File: src/rtl/slc_pkg.sv
// Summary of operation
// - Control field bit 7 set; type in 7..6 for information, 7..5 otherwise
// - Supervisory kinds: ready, reject, not-ready, selective
// - Unnumbered codes: reset 11001, acknowledge 00110
// - Supervisory frames never carry payload
// - One selective reject outstanding per direction
// - Selective reject only when negotiated
// - Window defaults to four, reducible at setup
// - Reset payload: window 2..4, then capability byte
// - Offered window too large: answer own reset
// - Smaller requested window adopted, acknowledge sent
// - Unsupported capabilities: reset with supported ones
// - Response reset equal to received becomes acknowledge
// - Capability bit 0 is selective reject support
// - Negotiated window holds until next establishment
// - Acknowledge within 5 ms times window over four
// - Retransmit unacknowledged after at least 10 ms
// - No answer within 5 ms: retry reset
// - Send counter modulo 8, increments per emission
// - Receive counter acknowledges all below it
// - Oldest-unacked to send counter awaits acknowledge
// - Modulo-8 window membership comparison
// - Counters cleared to zero on establishment
// - Setup starts with reset, done on acknowledge
// - Before setup only peer resets accepted
package slc_pkg;
   localparam logic [1:0] SLC_TY_I0 = 2'h2;
   localparam logic [2:0] SLC_TY_S = 3'h6;
   localparam logic [2:0] SLC_TY_U = 3'h7;
   localparam logic [1:0] SLC_S_RR = 2'h0;
   localparam logic [1:0] SLC_S_REJ = 2'h1;
   localparam logic [1:0] SLC_S_RNR = 2'h2;
   localparam logic [1:0] SLC_S_SELECTIVE_REJECT_FRAME = 2'h3;
   localparam logic [4:0] SLC_U_RESET = 5'h19;
   localparam logic [4:0] SLC_U_ACK = 5'h06;
   localparam logic [2:0] SLC_WIN_DEF = 3'h4;
   localparam logic [2:0] SLC_WIN_MIN = 3'h2;
   localparam int SLC_CAP_SELECTIVE_REJECT_FRAME_BIT = 0;
   localparam int SLC_CLK_KHZ = 100000;
   localparam int SLC_ACK_US = 5000;
   localparam int SLC_RETX_US = 10000;
   localparam int SLC_CONN_US = 5000;
   // Longest times round down, least times round up
   localparam int SLC_ACK_CYC = SLC_ACK_US * (SLC_CLK_KHZ / 1000);
   localparam int SLC_RETX_CYC = (SLC_RETX_US * SLC_CLK_KHZ + 999) / 1000;
   localparam int SLC_CONN_CYC = SLC_CONN_US * (SLC_CLK_KHZ / 1000);
endpackage

File: src/rtl/slc_timer.sv
`timescale 1ns/1ps
module slc_timer #(
   parameter int LIMIT = 1000
) (
   input wire logic core_clk,
   input wire logic rst_n,
   input wire logic start,
   input wire logic stop,
   input wire logic [31:0] limit,
   output logic expired
);
   logic [31:0] cnt_q;
   logic run_q;
   always_ff @(posedge core_clk) begin
      if (!rst_n || stop) begin
         run_q <= 1'b0;
         cnt_q <= 32'h0;
      end else if (start) begin
         run_q <= 1'b1;
         cnt_q <= 32'h0;
      end else if (run_q) begin
         if (cnt_q + 32'h1 >= limit) begin
            run_q <= 1'b0;
         end
         cnt_q <= cnt_q + 32'h1;
      end
   end
   always_ff @(posedge core_clk) begin
      if (!rst_n) begin
         expired <= 1'b0;
      end else begin
         expired <= run_q && !start && !stop && (cnt_q + 32'h1 >= limit);
      end
   end
endmodule

File: src/rtl/slc_ctrl.sv
`timescale 1ns/1ps
module slc_ctrl #(
   parameter int ACK_CYC = slc_pkg::SLC_ACK_CYC,
   parameter int RETX_CYC = slc_pkg::SLC_RETX_CYC,
   parameter int CONN_CYC = slc_pkg::SLC_CONN_CYC,
   parameter logic [2:0] LOCAL_WIN = slc_pkg::SLC_WIN_DEF,
   parameter logic LOCAL_SELECTIVE_REJECT_FRAME = 1'b1
) (
   input wire logic core_clk,
   input wire logic rst_n,
   input wire logic link_start,
   // Received frame, already delimited and checked
   input wire logic rx_valid,
   input wire logic [7:0] rx_ctrl,
   input wire logic [1:0] rx_plen,
   input wire logic [7:0] rx_win,
   input wire logic [7:0] rx_cap,
   input wire logic rx_has_info,
   // Upper layer offers an information frame
   input wire logic info_req,
   output logic info_gnt,
   input wire logic local_busy,
   // Frame to transmit, held until tx_ready
   output logic tx_valid,
   input wire logic tx_ready,
   output logic [7:0] tx_ctrl,
   output logic [1:0] tx_plen,
   output logic [7:0] tx_win,
   output logic [7:0] tx_cap,
   output logic tx_retx,
   output logic [2:0] tx_retx_seq,
   output logic rx_deliver,
   output logic link_up,
   output logic [2:0] win_size,
   output logic selective_reject_frame_en,
   output logic [2:0] send_seq,
   output logic [2:0] recv_seq,
   output logic [2:0] oldest_unacked_seq,
   output logic link_reset_evt
);
   typedef enum logic [1:0] {SLC_DOWN, SLC_WAIT, SLC_UP} slc_state_t;

   // ======================================
   // Helpers
   // ======================================
   function automatic logic in_win(input logic [2:0] x, input logic [2:0] y,
                                   input logic [2:0] z);
      if (x <= z) begin
         in_win = (x <= y) && (y < z);
      end else begin
         in_win = (y >= x) || (y < z);
      end
   endfunction

   function automatic logic [7:0] mk_u(input logic [4:0] m);
      mk_u = {slc_pkg::SLC_TY_U, m};
   endfunction

   function automatic logic [7:0] mk_s(input logic [1:0] k, input logic [2:0] nr);
      mk_s = {slc_pkg::SLC_TY_S, k, nr};
   endfunction

   // ======================================
   // Receive decode
   // ======================================
   logic is_i, is_s, is_u, is_reset, is_ack;
   logic [2:0] r_ns, r_nr;
   logic [1:0] r_kind;
   logic [2:0] off_win;
   logic off_selective_reject_frame;
   assign is_i = rx_valid && rx_ctrl[7:6] == slc_pkg::SLC_TY_I0;
   assign is_s = rx_valid && rx_ctrl[7:5] == slc_pkg::SLC_TY_S;
   assign is_u = rx_valid && rx_ctrl[7:5] == slc_pkg::SLC_TY_U;
   assign is_reset = is_u && rx_ctrl[4:0] == slc_pkg::SLC_U_RESET;
   assign is_ack = is_u && rx_ctrl[4:0] == slc_pkg::SLC_U_ACK && rx_plen == 2'h0;
   assign r_ns = rx_ctrl[5:3];
   assign r_nr = rx_ctrl[2:0];
   assign r_kind = rx_ctrl[4:3];
   // Absent bytes take defaults; reserved capability bits ignored
   assign off_win = (rx_plen >= 2'h1 && rx_win >= 8'(slc_pkg::SLC_WIN_MIN)
                     && rx_win <= 8'(slc_pkg::SLC_WIN_DEF)) ?
                    rx_win[2:0] : slc_pkg::SLC_WIN_DEF;
   assign off_selective_reject_frame = (rx_plen == 2'h2) ? rx_cap[slc_pkg::SLC_CAP_SELECTIVE_REJECT_FRAME_BIT] : 1'b0;

   // ======================================
   // Link state
   // ======================================
   slc_state_t st_q;
   logic [2:0] win_q, pend_win_q;
   logic selective_reject_frame_q, pend_selective_reject_frame_q;
   logic [2:0] ns_q, nr_q, dn_q;
   logic conn_exp, ack_exp, retx_exp;
   logic establish;
   logic ans_reset, ans_ack;
   logic [2:0] my_win;
   logic my_selective_reject_frame;

   assign my_win = (LOCAL_WIN < off_win) ? LOCAL_WIN : off_win;
   assign my_selective_reject_frame = LOCAL_SELECTIVE_REJECT_FRAME & off_selective_reject_frame;
   // Too large window or unsupported capability: reset, else acknowledge
   assign ans_reset = is_reset && (my_win != off_win || my_selective_reject_frame != off_selective_reject_frame);
   assign ans_ack = is_reset && !ans_reset;
   // Established on acknowledge to our reset, or on acknowledging theirs
   assign establish = (st_q == SLC_WAIT && is_ack) || ans_ack;

   always_ff @(posedge core_clk) begin
      if (!rst_n) begin
         st_q <= SLC_DOWN;
      end else if (establish) begin
         st_q <= SLC_UP;
      end else if (link_start || conn_exp || ans_reset) begin
         st_q <= SLC_WAIT;
      end
   end

   always_ff @(posedge core_clk) begin
      if (!rst_n) begin
         win_q <= slc_pkg::SLC_WIN_DEF;
         selective_reject_frame_q <= 1'b0;
         pend_win_q <= LOCAL_WIN;
         pend_selective_reject_frame_q <= LOCAL_SELECTIVE_REJECT_FRAME;
      end else if (ans_ack) begin
         win_q <= off_win;
         selective_reject_frame_q <= off_selective_reject_frame;
      end else if (ans_reset) begin
         pend_win_q <= my_win;
         pend_selective_reject_frame_q <= my_selective_reject_frame;
      end else if (establish) begin
         win_q <= pend_win_q;
         selective_reject_frame_q <= pend_selective_reject_frame_q;
      end else if (link_start) begin
         pend_win_q <= LOCAL_WIN;
         pend_selective_reject_frame_q <= LOCAL_SELECTIVE_REJECT_FRAME;
      end
   end

   // ======================================
   // Sequence counters
   // ======================================
   logic up, i_ok, i_emit;
   logic [2:0] ack_nr;
   logic ack_valid, rej_rx;
   assign up = st_q == SLC_UP;
   assign i_ok = up && is_i && r_ns == nr_q;
   assign ack_nr = r_nr;
   assign ack_valid = up && (is_i || (is_s && r_kind != slc_pkg::SLC_S_SELECTIVE_REJECT_FRAME))
                      && (in_win(dn_q, ack_nr, ns_q) || ack_nr == ns_q);
   assign i_emit = tx_valid && tx_ready && tx_ctrl[7:6] == slc_pkg::SLC_TY_I0;
   assign rej_rx = up && is_s && r_kind == slc_pkg::SLC_S_REJ && ack_valid;

   always_ff @(posedge core_clk) begin
      if (!rst_n || establish) begin
         ns_q <= 3'h0;
      end else if (rej_rx) begin
         ns_q <= ack_nr; // Go back to first missing frame
      end else if (retx_exp) begin
         ns_q <= dn_q;
      end else if (i_emit) begin
         ns_q <= ns_q + 3'h1;
      end
   end

   always_ff @(posedge core_clk) begin
      if (!rst_n || establish) begin
         nr_q <= 3'h0;
      end else if (i_ok) begin
         nr_q <= nr_q + 3'h1;
      end
   end

   always_ff @(posedge core_clk) begin
      if (!rst_n || establish) begin
         dn_q <= 3'h0;
      end else if (ack_valid) begin
         dn_q <= ack_nr;
      end
   end

   // ======================================
   // Peer flow control and reject tracking
   // ======================================
   logic peer_busy_q, selective_reject_frame_out_q, rej_out_q, ack_due_q;
   logic [2:0] selective_reject_frame_seq_q;
   logic need_rej, need_selective_reject_frame, gap;
   assign gap = up && is_i && r_ns != nr_q;
   assign need_selective_reject_frame = gap && selective_reject_frame_q && r_ns == nr_q + 3'h1 && !selective_reject_frame_out_q;
   assign need_rej = gap && !need_selective_reject_frame && !rej_out_q && !selective_reject_frame_out_q;

   always_ff @(posedge core_clk) begin
      if (!rst_n || establish) begin
         peer_busy_q <= 1'b0;
      end else if (up && is_s && r_kind == slc_pkg::SLC_S_RNR) begin
         peer_busy_q <= 1'b1;
      end else if (up && is_s && r_kind == slc_pkg::SLC_S_RR) begin
         peer_busy_q <= 1'b0;
      end
   end

   always_ff @(posedge core_clk) begin
      if (!rst_n || establish) begin
         selective_reject_frame_out_q <= 1'b0;
         rej_out_q <= 1'b0;
      end else begin
         if (i_ok) begin
            selective_reject_frame_out_q <= 1'b0;
            rej_out_q <= 1'b0;
         end
         if (need_selective_reject_frame) begin
            selective_reject_frame_out_q <= 1'b1;
         end
         if (need_rej) begin
            rej_out_q <= 1'b1;
         end
      end
   end

   // ======================================
   // Transmit scheduling
   // ======================================
   // Pending requests, set wins over clear
   logic p_reset_q, p_ack_q, p_rej_q, p_selective_reject_frame_q, p_rr_q, retx_q;
   logic s_sent, u_sent, sent;
   logic [2:0] outstanding, retx_end_q, retx_top, retx_from;
   assign sent = tx_valid && tx_ready;
   assign outstanding = ns_q - dn_q;

   always_ff @(posedge core_clk) begin
      if (!rst_n) begin
         p_reset_q <= 1'b0;
         p_ack_q <= 1'b0;
      end else begin
         p_reset_q <= (p_reset_q && !(sent && tx_ctrl == mk_u(slc_pkg::SLC_U_RESET)))
                      || link_start || conn_exp || ans_reset;
         p_ack_q <= (p_ack_q && !(sent && tx_ctrl == mk_u(slc_pkg::SLC_U_ACK))) || ans_ack;
      end
   end

   always_ff @(posedge core_clk) begin
      if (!rst_n || establish) begin
         p_rej_q <= 1'b0;
         p_selective_reject_frame_q <= 1'b0;
         p_rr_q <= 1'b0;
         selective_reject_frame_seq_q <= 3'h0;
      end else begin
         p_rej_q <= (p_rej_q && !(sent && tx_ctrl[7:3] == {slc_pkg::SLC_TY_S,
                      slc_pkg::SLC_S_REJ})) || need_rej;
         p_selective_reject_frame_q <= (p_selective_reject_frame_q && !(sent && tx_ctrl[7:3] == {slc_pkg::SLC_TY_S,
                       slc_pkg::SLC_S_SELECTIVE_REJECT_FRAME})) || need_selective_reject_frame;
         if (need_selective_reject_frame) begin
            selective_reject_frame_seq_q <= nr_q;
         end
         p_rr_q <= (p_rr_q && !(sent && tx_ctrl[7:5] != slc_pkg::SLC_TY_U)) || ack_exp;
      end
   end

   // Resend from the rewind point up to the highest number already sent
   assign retx_top = retx_q ? retx_end_q : ns_q + {2'h0, i_emit};
   assign retx_from = rej_rx ? ack_nr : dn_q;

   always_ff @(posedge core_clk) begin
      if (!rst_n || establish) begin
         retx_q <= 1'b0;
         retx_end_q <= 3'h0;
      end else if (retx_exp || rej_rx) begin
         retx_q <= retx_top != retx_from;
         retx_end_q <= retx_top;
      end else if (retx_q && i_emit && ns_q + 3'h1 == retx_end_q) begin
         retx_q <= 1'b0;
      end
   end

   always_comb begin
      tx_valid = 1'b0;
      tx_ctrl = 8'h00;
      tx_plen = 2'h0;
      tx_retx = 1'b0;
      info_gnt = 1'b0;
      if (p_reset_q) begin
         tx_valid = 1'b1;
         tx_ctrl = mk_u(slc_pkg::SLC_U_RESET);
         tx_plen = 2'h2;
      end else if (p_ack_q) begin
         tx_valid = 1'b1;
         tx_ctrl = mk_u(slc_pkg::SLC_U_ACK);
      end else if (up && p_selective_reject_frame_q && selective_reject_frame_q) begin
         tx_valid = 1'b1;
         tx_ctrl = mk_s(slc_pkg::SLC_S_SELECTIVE_REJECT_FRAME, selective_reject_frame_seq_q);
      end else if (up && p_rej_q) begin
         tx_valid = 1'b1;
         tx_ctrl = mk_s(slc_pkg::SLC_S_REJ, nr_q);
      end else if (up && !peer_busy_q && !local_busy && (info_req || retx_q)
                   && outstanding < win_q) begin
         tx_valid = 1'b1;
         tx_ctrl = {1'b1, 1'b0, ns_q, nr_q};
         tx_retx = retx_q;
         info_gnt = !retx_q && tx_ready;
      end else if (up && (p_rr_q || ack_due_q && local_busy)) begin
         tx_valid = 1'b1;
         tx_ctrl = mk_s(local_busy ? slc_pkg::SLC_S_RNR : slc_pkg::SLC_S_RR, nr_q);
      end
   end

   assign tx_retx_seq = ns_q;
   assign tx_win = {5'h0, pend_win_q};
   assign tx_cap = {7'h0, pend_selective_reject_frame_q};

   // ======================================
   // Timers
   // ======================================
   logic [31:0] ack_lim;
   assign ack_lim = (32'(ACK_CYC) * {29'h0, win_q}) >> 2;

   always_ff @(posedge core_clk) begin
      if (!rst_n || establish) begin
         ack_due_q <= 1'b0;
      end else if (i_ok) begin
         ack_due_q <= 1'b1;
      end else if (sent && tx_ctrl[7:5] != slc_pkg::SLC_TY_U) begin
         ack_due_q <= 1'b0;
      end
   end

   slc_timer u_ack_timer (
      .core_clk(core_clk),
      .rst_n(rst_n),
      .start(i_ok && !ack_due_q),
      .stop(establish || (sent && tx_ctrl[7:5] != slc_pkg::SLC_TY_U)),
      .limit(ack_lim),
      .expired(ack_exp)
   );

   slc_timer u_retransmit_timer (
      .core_clk(core_clk),
      .rst_n(rst_n),
      .start(i_emit),
      .stop(establish || (ack_valid && ack_nr == ns_q)),
      .limit(32'(RETX_CYC)),
      .expired(retx_exp)
   );

   slc_timer u_connect_timer (
      .core_clk(core_clk),
      .rst_n(rst_n),
      .start(sent && tx_ctrl == mk_u(slc_pkg::SLC_U_RESET)),
      .stop(establish || (st_q == SLC_WAIT && is_reset)),
      .limit(32'(CONN_CYC)),
      .expired(conn_exp)
   );

   // ======================================
   // Status
   // ======================================
   assign rx_deliver = i_ok && rx_has_info;
   assign link_up = up;
   assign win_size = win_q;
   assign selective_reject_frame_en = selective_reject_frame_q;
   assign send_seq = ns_q;
   assign recv_seq = nr_q;
   assign oldest_unacked_seq = dn_q;
   assign link_reset_evt = establish;
endmodule

File: config.mk
export PLATFORM = sky130hd
export DESIGN_NAME = slc_ctrl
export DESIGN_NICKNAME = d
export VERILOG_FILES = /design/src/rtl/slc_pkg.sv /design/src/rtl/slc_timer.sv /design/src/rtl/slc_ctrl.sv
export SDC_FILE = /design/constraint.sdc
export NUM_CORES = 1
export LEC_CHECK = 0
export BUFFER_PORTS_ARGS = -buffer_cell sky130_fd_sc_hd__buf_2
export CORE_MARGIN = 3
export CORE_UTILIZATION = 47
export CTS_BUF_LIST = sky130_fd_sc_hd__clkbuf_4 sky130_fd_sc_hd__clkbuf_8
export CTS_CLUSTER_SIZE = 25
export DETAILED_ROUTE_END_ITERATION = 10
export MAX_ROUTING_LAYER = met4
export PLACE_DENSITY_LB_ADDON = 0.25
export SLEW_MARGIN = 20
export SYNTH_ARGS = -nofsm -noshare
export SYNTH_HDL_FRONTEND = slang
export SYNTH_SLANG_ARGS = --single-unit
File: constraint.sdc
create_clock -name core_clk -period 9.4 [get_ports core_clk]
set_input_delay 0.47 -clock core_clk [delete_from_list [all_inputs] [get_ports core_clk]]
set_output_delay 0.47 -clock core_clk [all_outputs]
set_load 0.005 [all_outputs]
==> flow_summary.yaml, run 1 <==
run_status:
  outcome: "finished clean"
yosys:
  yosysWarnings: 0
  synth_top_area_cell: "dfxtp_1"
  netlist_area_sq_mm: 0.00883
  synth-seq-area-share: 0.311
  syn_inst: 1116
  syn-mean-instance-area_sq_um: 7.91
  yosysUniqueCellTypes: 74
  synth_top_area_share: 0.311
  synth_edf_count: 0
  ys_async_sr_fraction: 0
  ys.flop_type: "dfxtp_1"
  synthTopCellsByArea: "dfxtp_1, xnor2_1, xor2_1"
  ys_seq_elements: 137
sta:
  slew_viol_final: 0
  final-hold-violation-count: 0
  fmax_ghz: 0.227
  rsz0062_at_grt: "no"
  worstMarginPinSlew_ps: 870
  worst_hold_slack_ps: 303
  maxSlewHeadroom: 0.420
  fin_tns_setup_ps: 0
  post-route-period-util: 0.468
  fin_skew_ps: 15.5
  finalSetupViolCount: 0
  finalCriticalPeriod_ps: 4400
worst_setup_path:
  slowest_delay_ps: 490
  reg2regPathDepth: 17
  worst_r2r_startpoint: "u_ack_timer.cnt_q[0]"
  r2r_slack_ps: 5000
  crit_end: "u_ack_timer.run_q"
  cp_slowest_cell: "nor2_1"
  cp_cell_sequence: "ha_1, nand3_1, nor2_1, nand3_1, nor2_1, and3_1, nand3_1, xnor2_1, ha_1, and4_1, and3_1, o211ai_1, o221ai_1, nor3_1, o2111ai_1, nor4b_2, o21a_1"
  crit_required_ps: 9780
  crit_top_cell: "nand3_1"
  crit_type: "reg2reg"
  startpoint_type: "register"
  r2r_end: "u_ack_timer.run_q"
  endpoint_kind: "register"
  critPathLaunch: "u_ack_timer.cnt_q[0]"
  cp_max_fo: 7
  arrival_ps: 4780
floorplan:
  fp.dieW_um: 143
  start_util: 0.485
  coreArea_sq_mm: 0.0182
  row_count: 49
  dieHeight_um: 143
  dieArea_sq_mm: 0.0205
  ioPinCount: 82
cells_and_area:
  final_nets: 1215
  diodes: 0
  layout-drive-gt1-share: 0.102
  final_area_sq_mm: 0.00960
  syn_to_final_growth_pct: 8.75
  layout_common_cells: "nor2_1, dfxtp_1, xnor2_1"
  finish.utilization: 0.527
  final_common_cell: "nor2_1"
cts:
  tritoncts.num_buffers: 17
  clock-root-buffer: "clkbuf_8"
  clkLatencyLatePin_ps: 450
  path_clk_slew_ps: 70
  htreeDepth: 4
  cts_resized: 0
  clock_path_buffers: 2
  ctsHoldBuffers: 0
  post_cts_buffers: 0
  clock-sinks: 137
  cts_tree: "yes"
placement:
  dpl_cell_area_sq_mm: 0.00911
  place_congestion: 0.856
  io_buffers: 61
  dp_hpwl_um: 13600
routing:
  routed_wl_um: 19200
  vias: 7467
  viasPerCell: 5.43
  dr.pass1.iters: 5
  remaining_drc_errors: 0
  drt_iter0_markers: 503
  routedWlPerCell_um: 14.0
  antenna_left: 0
worst_hold_path:
  holdPathStages: 2
  hold_class: "in2reg"
global_route:
  overflow: 0
  grt_pass1_vias: 6776
  grtUsageTotal: 0.195
  grt_pass1_wl_um: 32400
  antenna_found_initial: 0
  grt_start_max_net_pins: 34
power_and_ir_drop:
  max-vdd-ir-drop_mv: 0.0852
  p_per_area_mw_per_mm2: 129
  p_leak_nw: 3.70
flow_run:
  drv_cap: 0
==> area by class of cell <==
cell class | instances | area [sq um]
Multi-Input combinational cell | 874 | 5610
Clock inverter | 11 | 215
Inverter | 39 | 146
Sequential cell | 137 | 2740
Fill cell | 1722 | 8610
Clock buffer | 20 | 275
Timing Repair Buffer | 64 | 328
Tap cell | 229 | 287
==> synth_stat cells, types with 11 or more instances <==
cell type / instances
nand2_1: 75
mux2i_1: 18
or3_1: 13
nor3_1: 40
nand4_1: 41
xor2_1: 76
dfxtp_1: 137
nand2b_1: 11
inv_1: 39
buf_4: 20
a21oi_1: 45
ha_1: 44
nor2_1: 176
and3_1: 19
clkbuf_1: 46
nand3_1: 58
xnor2_1: 78
o21ai_0: 27
==> power breakdown <==
part	internal (mW)	switching (mW)
sequential	0.581	0.00506
clock	0.364	0.237
combinational	0.0173	0.0292
total	0.962	0.271
==> cells by family (layout without fill, tap and decap cells) <==
| family | Yosys count | after routing | share of synthesized area |
|---|---|---|---|
| DFF | 137 | 137 | 0.311 |
| and+or+nand+nor | 502 | 502 | 0.284 |
| buffers and inverters | 117 | 134 | 0.0601 |
| muxes | 19 | 19 | 0.0217 |
| adders and majority gates | 49 | 49 | 0.0726 |
| other | 1 | 13 | 0.000425 |
| xor gates and xnor gates | 154 | 154 | 0.153 |
| AOI/OAI and AO/OA | 137 | 137 | 0.0979 |
==> metrics by stage <==
step	power (mW)	worst slack, ps	std cells
floorplan	0.631	5670	1128
global placement	0.646	5150	1343
CTS	1.25	5040	1374
global route	1.28	4650	1374
finish	1.23	5000	1374
detailed placement	0.646	5070	1343
==> sequential cells by signal, summed over array words and instances, names as in the netlist, 2 cells and up <==
| register | cells |
|---|---|
| retx_end_q | 3 |
| recv_seq | 3 |
| pend_win_q | 3 |
| u_retransmit_timer.cnt_q | 32 |
| u_connect_timer.cnt_q | 32 |
| oldest_unacked_seq | 3 |
| st_q | 2 |
| selective_reject_frame_seq_q | 3 |
| send_seq | 3 |
| win_size | 3 |
| u_ack_timer.cnt_q | 32 |
==> per-layer routing <==
metal,part of all wire,up-vias,GRT usage
met4,0.013,0,0.0565
met3,0.037,23,0.0388
met5,0,-,-
li1,-,3867,-
met2,0.44,111,0.293
met1,0.51,3466,0.268
==> how the worst min path moves through the flow <==
stage                             start            end
floorplan           u_ack_timer.expired         p_rr_q
global placement          pend_win_q[1]  pend_win_q[1]
detailed placement        pend_win_q[0]  pend_win_q[0]
CTS                               rst_n    win_size[2]
global route                      rst_n    win_size[2]
finish                            rst_n    win_size[2]
==> critical path, delay by kind of cell (launching register included) <==
family / cells / cell delay, ps
AO/OA/AOI/OAI: 4 / 650
AND/OR/NAND/NOR: 10 / 2530
adder cells (fa/ha/maj): 2 / 580
XOR/XNOR: 1 / 160
flip-flops: 1 / 420
Power figures use the tool's default switching activity.
==> run 2: changes to the inputs <==
- clock period: 9.4 -> 3.7 ns (I/O delays scaled with it)
==> run 2 against run 1 <==
  * Clock skew is 7.5 ps lower
  * Sequential cell count unchanged
  * Total power is 130% higher
  * Critical path type unchanged
  * Highest routed layer unchanged
==> flow_summary.yaml, run 2 (synthesis results as in run 1) <==
worst_setup_path:
  crit_required_ps: 4070
  startpoint_type: "register"
  slowest_delay_ps: 370
  endpoint_kind: "register"
  cp_cell_sequence: "inv_1, ha_2, inv_1, fa_2, xor2_1, ha_2, or3_4, nor3_4, and2_4, o311a_1, nand3_2, inv_1, ha_1, ha_2, xor2_2, mux2i_2, xnor2_1, nand4_1, o221ai_1, a211oi_1"
  cp_slowest_cell: "or3_4"
  critPathBufInv: 3
  crit_type: "reg2reg"
  cpLargestDelayFamily: "adder cells"
  cp_max_fo: 2
  arrival_ps: 3920
sta:
  slew_viol_final: 0
  final-hold-violation-count: 0
  maxSlewHeadroom: 0.423
  finalCriticalPeriod_ps: 3550
  final.setup.worst_slack_ps: 149
  fin_skew_ps: 8.01
  fmax_ghz: 0.282
  post-route-period-util: 0.960
  fin_tns_setup_ps: 0
  finalSetupViolCount: 0
  worstMarginPinSlew_ps: 864
cells_and_area:
  syn_to_final_growth_pct: 11.3
  final_common_cell: "nor2_1"
  layout_common_cells: "nor2_1, dfxtp_1, xnor2_1"
  final_nets: 1248
  reg_top3: "u_ack_timer.cnt_q (32), u_connect_timer.cnt_q (32), u_retransmit_timer.cnt_q (32)"
  final_area_sq_mm: 0.00982
  layout-drive-gt1-share: 0.145
  finish.utilization: 0.540
routing:
  dr.pass1.iters: 5
  remaining_drc_errors: 0
  routed_wl_um: 19800
  viasPerCell: 5.42
  antenna_left: 0
  drt_iter0_markers: 374
  routedWlPerCell_um: 14.1
  vias: 7637
floorplan:
  dieHeight_um: 143
  ioPinCount: 82
  row_count: 49
  dieArea_sq_mm: 0.0205
  fp.dieW_um: 143
  start_util: 0.485
  coreArea_sq_mm: 0.0182
global_route:
  met3_usage: 0.0382
  grtUsageTotal: 0.203
  grt_start_max_net_pins: 34
  grt_util_met2: 0.323
  grt_pass1_wl_um: 33800
  antenna_found_initial: 0
  overflow: 0
  use_met1: 0.265
  grt_pass1_vias: 7203
  grt_busiest_layer: "met2"
flow_run:
  drv_cap: 0
placement:
  io_buffers: 61
  place_ws_ps: -65.8
  dpl_cell_area_sq_mm: 0.00933
  place_congestion: 0.904
  dp_hpwl_um: 14300
power_and_ir_drop:
  max-vdd-ir-drop_mv: 0.231
  p_per_area_mw_per_mm2: 284
  p_leak_nw: 3.81
cts:
  tritoncts.num_buffers: 17
  clkLatencyLatePin_ps: 450
  clock-root-buffer: "clkbuf_8"
  htreeDepth: 4
  clock_path_buffers: 2
  clock-sinks: 137
  cts_tree: "yes"
  path_clk_slew_ps: 80
worst_hold_path:
  hold_class: "in2reg"
run_status:
  outcome: "finished clean"
[run 2: changes by cell type in the layout (fill, tap and decap cells not counted), moves of 3 or more]
cell       delta
buf_4        +31
fa_2          +3
dfxtp_2       +4
inv_6         +3
fa_1          -3
ha_1          -3
ha_2          +3
bufinv_16     -5
dfxtp_1       -5
[run 2: final cells by class]
class | instances | area [sq um]
clock inverters | 13 | 120
flip-flops and latches | 137 | 2750
repair buffers | 97 | 581
multi-input cells | 874 | 5690
fillers | 1757 | 8380
clock buffers | 18 | 248
inverters | 39 | 146
well taps | 229 | 287
diodes | 1 | 2.50
[run 2: path summary, 6_finish.rpt]
check	cells after the start	from	endpoint	slack, ps
worst max-delay path	20	send_seq[0]	retx_q	150
worst min-delay path	3	rx_ctrl[0]	send_seq[0]	40
worst max register to register	20	send_seq[0]	retx_q	150
worst min register to register	2	pend_win_q[0]	pend_win_q[0]	450
[run 2: metal layers]
| layer | wire [um] | vias up |
|---|---|---|
| li1 | - | 3924 |
| met5 | 0 | - |
| met2 | 9180 | 127 |
| met3 | 692 | 22 |
| met4 | 248 | 0 |
| met1 | 9700 | 3564 |
[run 2: tightest hold or removal path, cell delays in order]
cell and delay (ps):
buf_2 140, nand2_1 70, a21oi_1 50
[run 2: power by group]
group	switching [mW]	total [mW]	internal, mW
Combinational	0.0799	0.129	0.0493
Sequential	0.0102	1.49	1.48
Clock	0.619	1.17	0.552
[run 2: through the flow]
step | hold slack [ps] | std cells | total power, mW
final | 38.8 | 1408 | 2.79
after global routing | 28.5 | 1407 | 2.91
after CTS | 6.61 | 1406 | 2.83
after detailed placement | 445 | 1373 | 1.65
after global placement | 432 | 1373 | 1.65
after floorplan | 264 | 1128 | 1.60
[run 2: timing repair]
action | CTS | global route
endpoints found under the hold margin | 2 | 0
resized for setup | 5 | 23
buffers inserted | 0 | 1
endpoints found under the setup margin | 3 | 3
pin swaps | 1 | 13
hold buffers | 2 | 0
==> run 3: changes to the inputs <==
- ABC_AREA: default -> 1
==> run 3 against run 2 <==
  * Global-route usage is 1.8 points higher
  * Clock skew up 11 ps
  * Wire length rose by 21%
  * Synthesized cell count is 35% higher
  * Critical path depth rose by 1
  * Clock power rose by 31%
  * Highest routed layer unchanged
  * Largest cell class unchanged
  * Maximum frequency up 6.3%
  * Critical path type unchanged
  * First-iteration DRC count rose by 52%
  * Area after synthesis increased by 11%
  * Clock-buffer cell count is 3 higher
  * Total power grew 19%
  * Sequential share of layout area is 2.5 points lower
==> flow_summary.yaml, run 3 <==
yosys:
  synthAdderAreaFrac: 0.0644
  netlist_area_sq_mm: 0.00980
  synth_mux_area_frac: 0
  synth_top_area_cell: "dfxtp_1"
  synth_edf_count: 0
  ys.flop_type: "dfxtp_1"
  yosysWarnings: 0
  ys_async_sr_fraction: 0
  synth_top_family_by_area: "simple AND/OR/NAND/NOR gates"
  synth_compound_area_frac: 0.121
  netlist_top_cells_count: "nand2_1, nor2_1, inv_1, dfxtp_1, a21oi_1"
  synthTopCellsByArea: "dfxtp_1, nand2_1, nor2_1"
  synth-seq-area-share: 0.280
  synth-xor-area-share: 0.0581
  ys_seq_elements: 137
  syn-mean-instance-area_sq_um: 6.52
  synth_top_area_share: 0.280
  synthSimpleGateAreaFrac: 0.383
  syn_inst: 1502
  synth.most_common_cell: "nand2_1"
  yosysUniqueCellTypes: 51
worst_hold_path:
  hold_class: "in2reg"
  worstHoldStart: "rx_plen[1]"
  holdPathStages: 3
  min_delay_worst_endpoint: "selective_reject_frame_en"
routing:
  antenna_left: 0
  routedWlPerCell_um: 13.1
  remaining_drc_errors: 0
  dr.pass1.iters: 5
  drt_iter0_markers: 569
  routed_wl_um: 24000
  viasPerCell: 5.10
  vias: 9370
worst_setup_path:
  cp_max_fo: 8
  worst_r2r_startpoint: "send_seq[0]"
  arrival_ps: 3710
  reg2regPathDepth: 21
  endpoint_kind: "register"
  r2r_slack_ps: 360
  r2r_end: "retx_q"
  critPathLaunch: "send_seq[0]"
  crit_type: "reg2reg"
  crit_required_ps: 4070
  startpoint_type: "register"
run_status:
  outcome: "finished clean"
power_and_ir_drop:
  intPower_mw: 2.51
  max-vdd-ir-drop_mv: 0.260
  p_leak_nw: 4.34
  p_sw_frac: 0.243
  total_power_mw: 3.32
  switchingPower_uw: 806
  p_clk_frac: 0.462
  p_comb_frac: 0.078
  seq_power_share: 0.459
  p_per_area_mw_per_mm2: 308
cells_and_area:
  final_common_cell: "nand2_1"
  fin_cells: 1839
  layout-drive-gt1-share: 0.135
  syn_to_final_growth_pct: 9.92
  reg_top3: "u_ack_timer.cnt_q (32), u_connect_timer.cnt_q (32), u_retransmit_timer.cnt_q (32)"
  layout_common_cells: "nand2_1, nor2_1, inv_1"
  diodes: 0
  final_nets: 1638
sta:
  fmax_ghz: 0.299
  post-route-period-util: 0.903
  fin_skew_ps: 19.2
  rsz0062_at_grt: "no"
  finalCriticalPeriod_ps: 3340
  slew_viol_final: 0
  worstMarginPinSlew_ps: 1040
  finalSetupViolCount: 0
  fin_tns_setup_ps: 0
  maxSlewHeadroom: 0.307
  final-hold-violation-count: 0
cts:
  tritoncts.num_buffers: 17
  cts_tree: "yes"
  path_clk_slew_ps: 80
  clock-sinks: 137
  clock-root-buffer: "clkbuf_8"
  cts_resized: 0
  htreeDepth: 4
  clock_path_buffers: 2
  clkLatencyLatePin_ps: 460
placement:
  post-place-cells: 1804
  place_congestion: 0.917
  dp_hpwl_um: 18500
  io_buffers: 61
floorplan:
  start_util: 0.481
  fp.dieW_um: 150
  coreArea_sq_mm: 0.0204
  dieHeight_um: 150
  ioPinCount: 82
  row_count: 52
  dieArea_sq_mm: 0.0226
global_route:
  grt_pass1_vias: 8474
  grtUsageTotal: 0.222
  antenna_found_initial: 0
  grt_pass1_wl_um: 40100
  overflow: 0
  grt_start_max_net_pins: 37
flow_run:
  drv_cap: 0
-- run 3: changes by cell type in the layout (fill, tap and decap cells not counted), sizes merged, moves of 19 or more --
| cell | before | now |
|---|---|---|
| nand2 | 76 | 467 |
| inv | 44 | 159 |
| a21oi | 45 | 107 |
| nor2 | 176 | 238 |
| xnor2 | 78 | 17 |
| xor2 | 76 | 48 |
| buf | 95 | 71 |
| nand4 | 42 | 18 |
| a211oi | 4 | 27 |
| nor3 | 44 | 23 |
| and3 | 20 | 1 |
-- run 3: worst max path at each step --
stage / endpoint / slack [ps] / cells past startpoint
3_3_place_gp: retx_q / 460 / 21
2_1_floorplan: retx_q / 430 / 21
6_report: retx_q / 360 / 21
3_5_place_dp: retx_q / 380 / 21
4_1_cts: retx_q / 360 / 21
5_1_grt: retx_q / 60 / 21
-- run 3: critical path, stage by stage (launching register included) --
cell      delay, ps
dfxtp_1         310
inv_1            70
ha_1            140
inv_1            50
fa_1            370
xor2_1          170
ha_1            210
nor4_4          280
nand2_2         160
nand4_2         120
nand2_2         100
nor2_4          130
ha_1            170
ha_1            150
xor2_1          150
nor2_1           50
a21oi_1         190
nand3b_1        140
nand2_1          70
nand3_1          60
nand2_1          50
a21oi_1         110
-- run 3: through the flow --
| stage | util | setup WS, ps | cell area, sq um | hold slack, ps |
|---|---|---|---|---|
| after global placement | 0.503 | 463 | 10200 | 430 |
| after detailed placement | 0.503 | 380 | 10200 | 433 |
| after CTS | 0.529 | 364 | 10800 | 6.94 |
| after global routing | 0.529 | 64.4 | 10800 | 12.3 |
| after floorplan | - | 431 | 9840 | 284 |
| final | 0.529 | 360 | 10800 | 23.5 |
-- run 3: area by class of cell --
cell class / instances / area, sq um
inverters: 160 / 601
clock buffers: 21 / 277
flip-flops and latches: 137 / 2740
clock inverters: 11 / 216
repair buffers: 74 / 410
multi-input cells: 1166 / 6180
fillers: 2044 / 9600
well taps: 270 / 338
-- run 3: power by group through the flow --
stage / combinational (mW) / clock (mW) / sequential, mW
after CTS: 0.261 / 1.56 / 1.52
after detailed placement: 0.258 / 0 / 1.56
after global routing: 0.297 / 1.64 / 1.53
after global placement: 0.252 / 0 / 1.56
after floorplan: 0.204 / 0 / 1.55
final: 0.260 / 1.53 / 1.52
-- run 3: cells by family after synthesis --
kind of cell	Yosys count
adder cells (fa/ha/maj)	48
AND/OR/NAND/NOR	842
buffers and inverters	211
flip-flops	137
other	1
XOR/XNOR	65
AO/OA/AOI/OAI	198
-- run 3: what timing repair did --
action	CTS	global route
hold buffers	3	0
hold endpoints to repair	3	0
setup buffers	0	0
-- run 3: per-layer routing --
metal	vias to the layer above	wire length (um)	GRT usage
met5	-	0	-
met4	0	333	0.0517
met3	33	1050	0.0388
met2	197	11100	0.363
met1	4251	11500	0.286
li1	4889	-	-
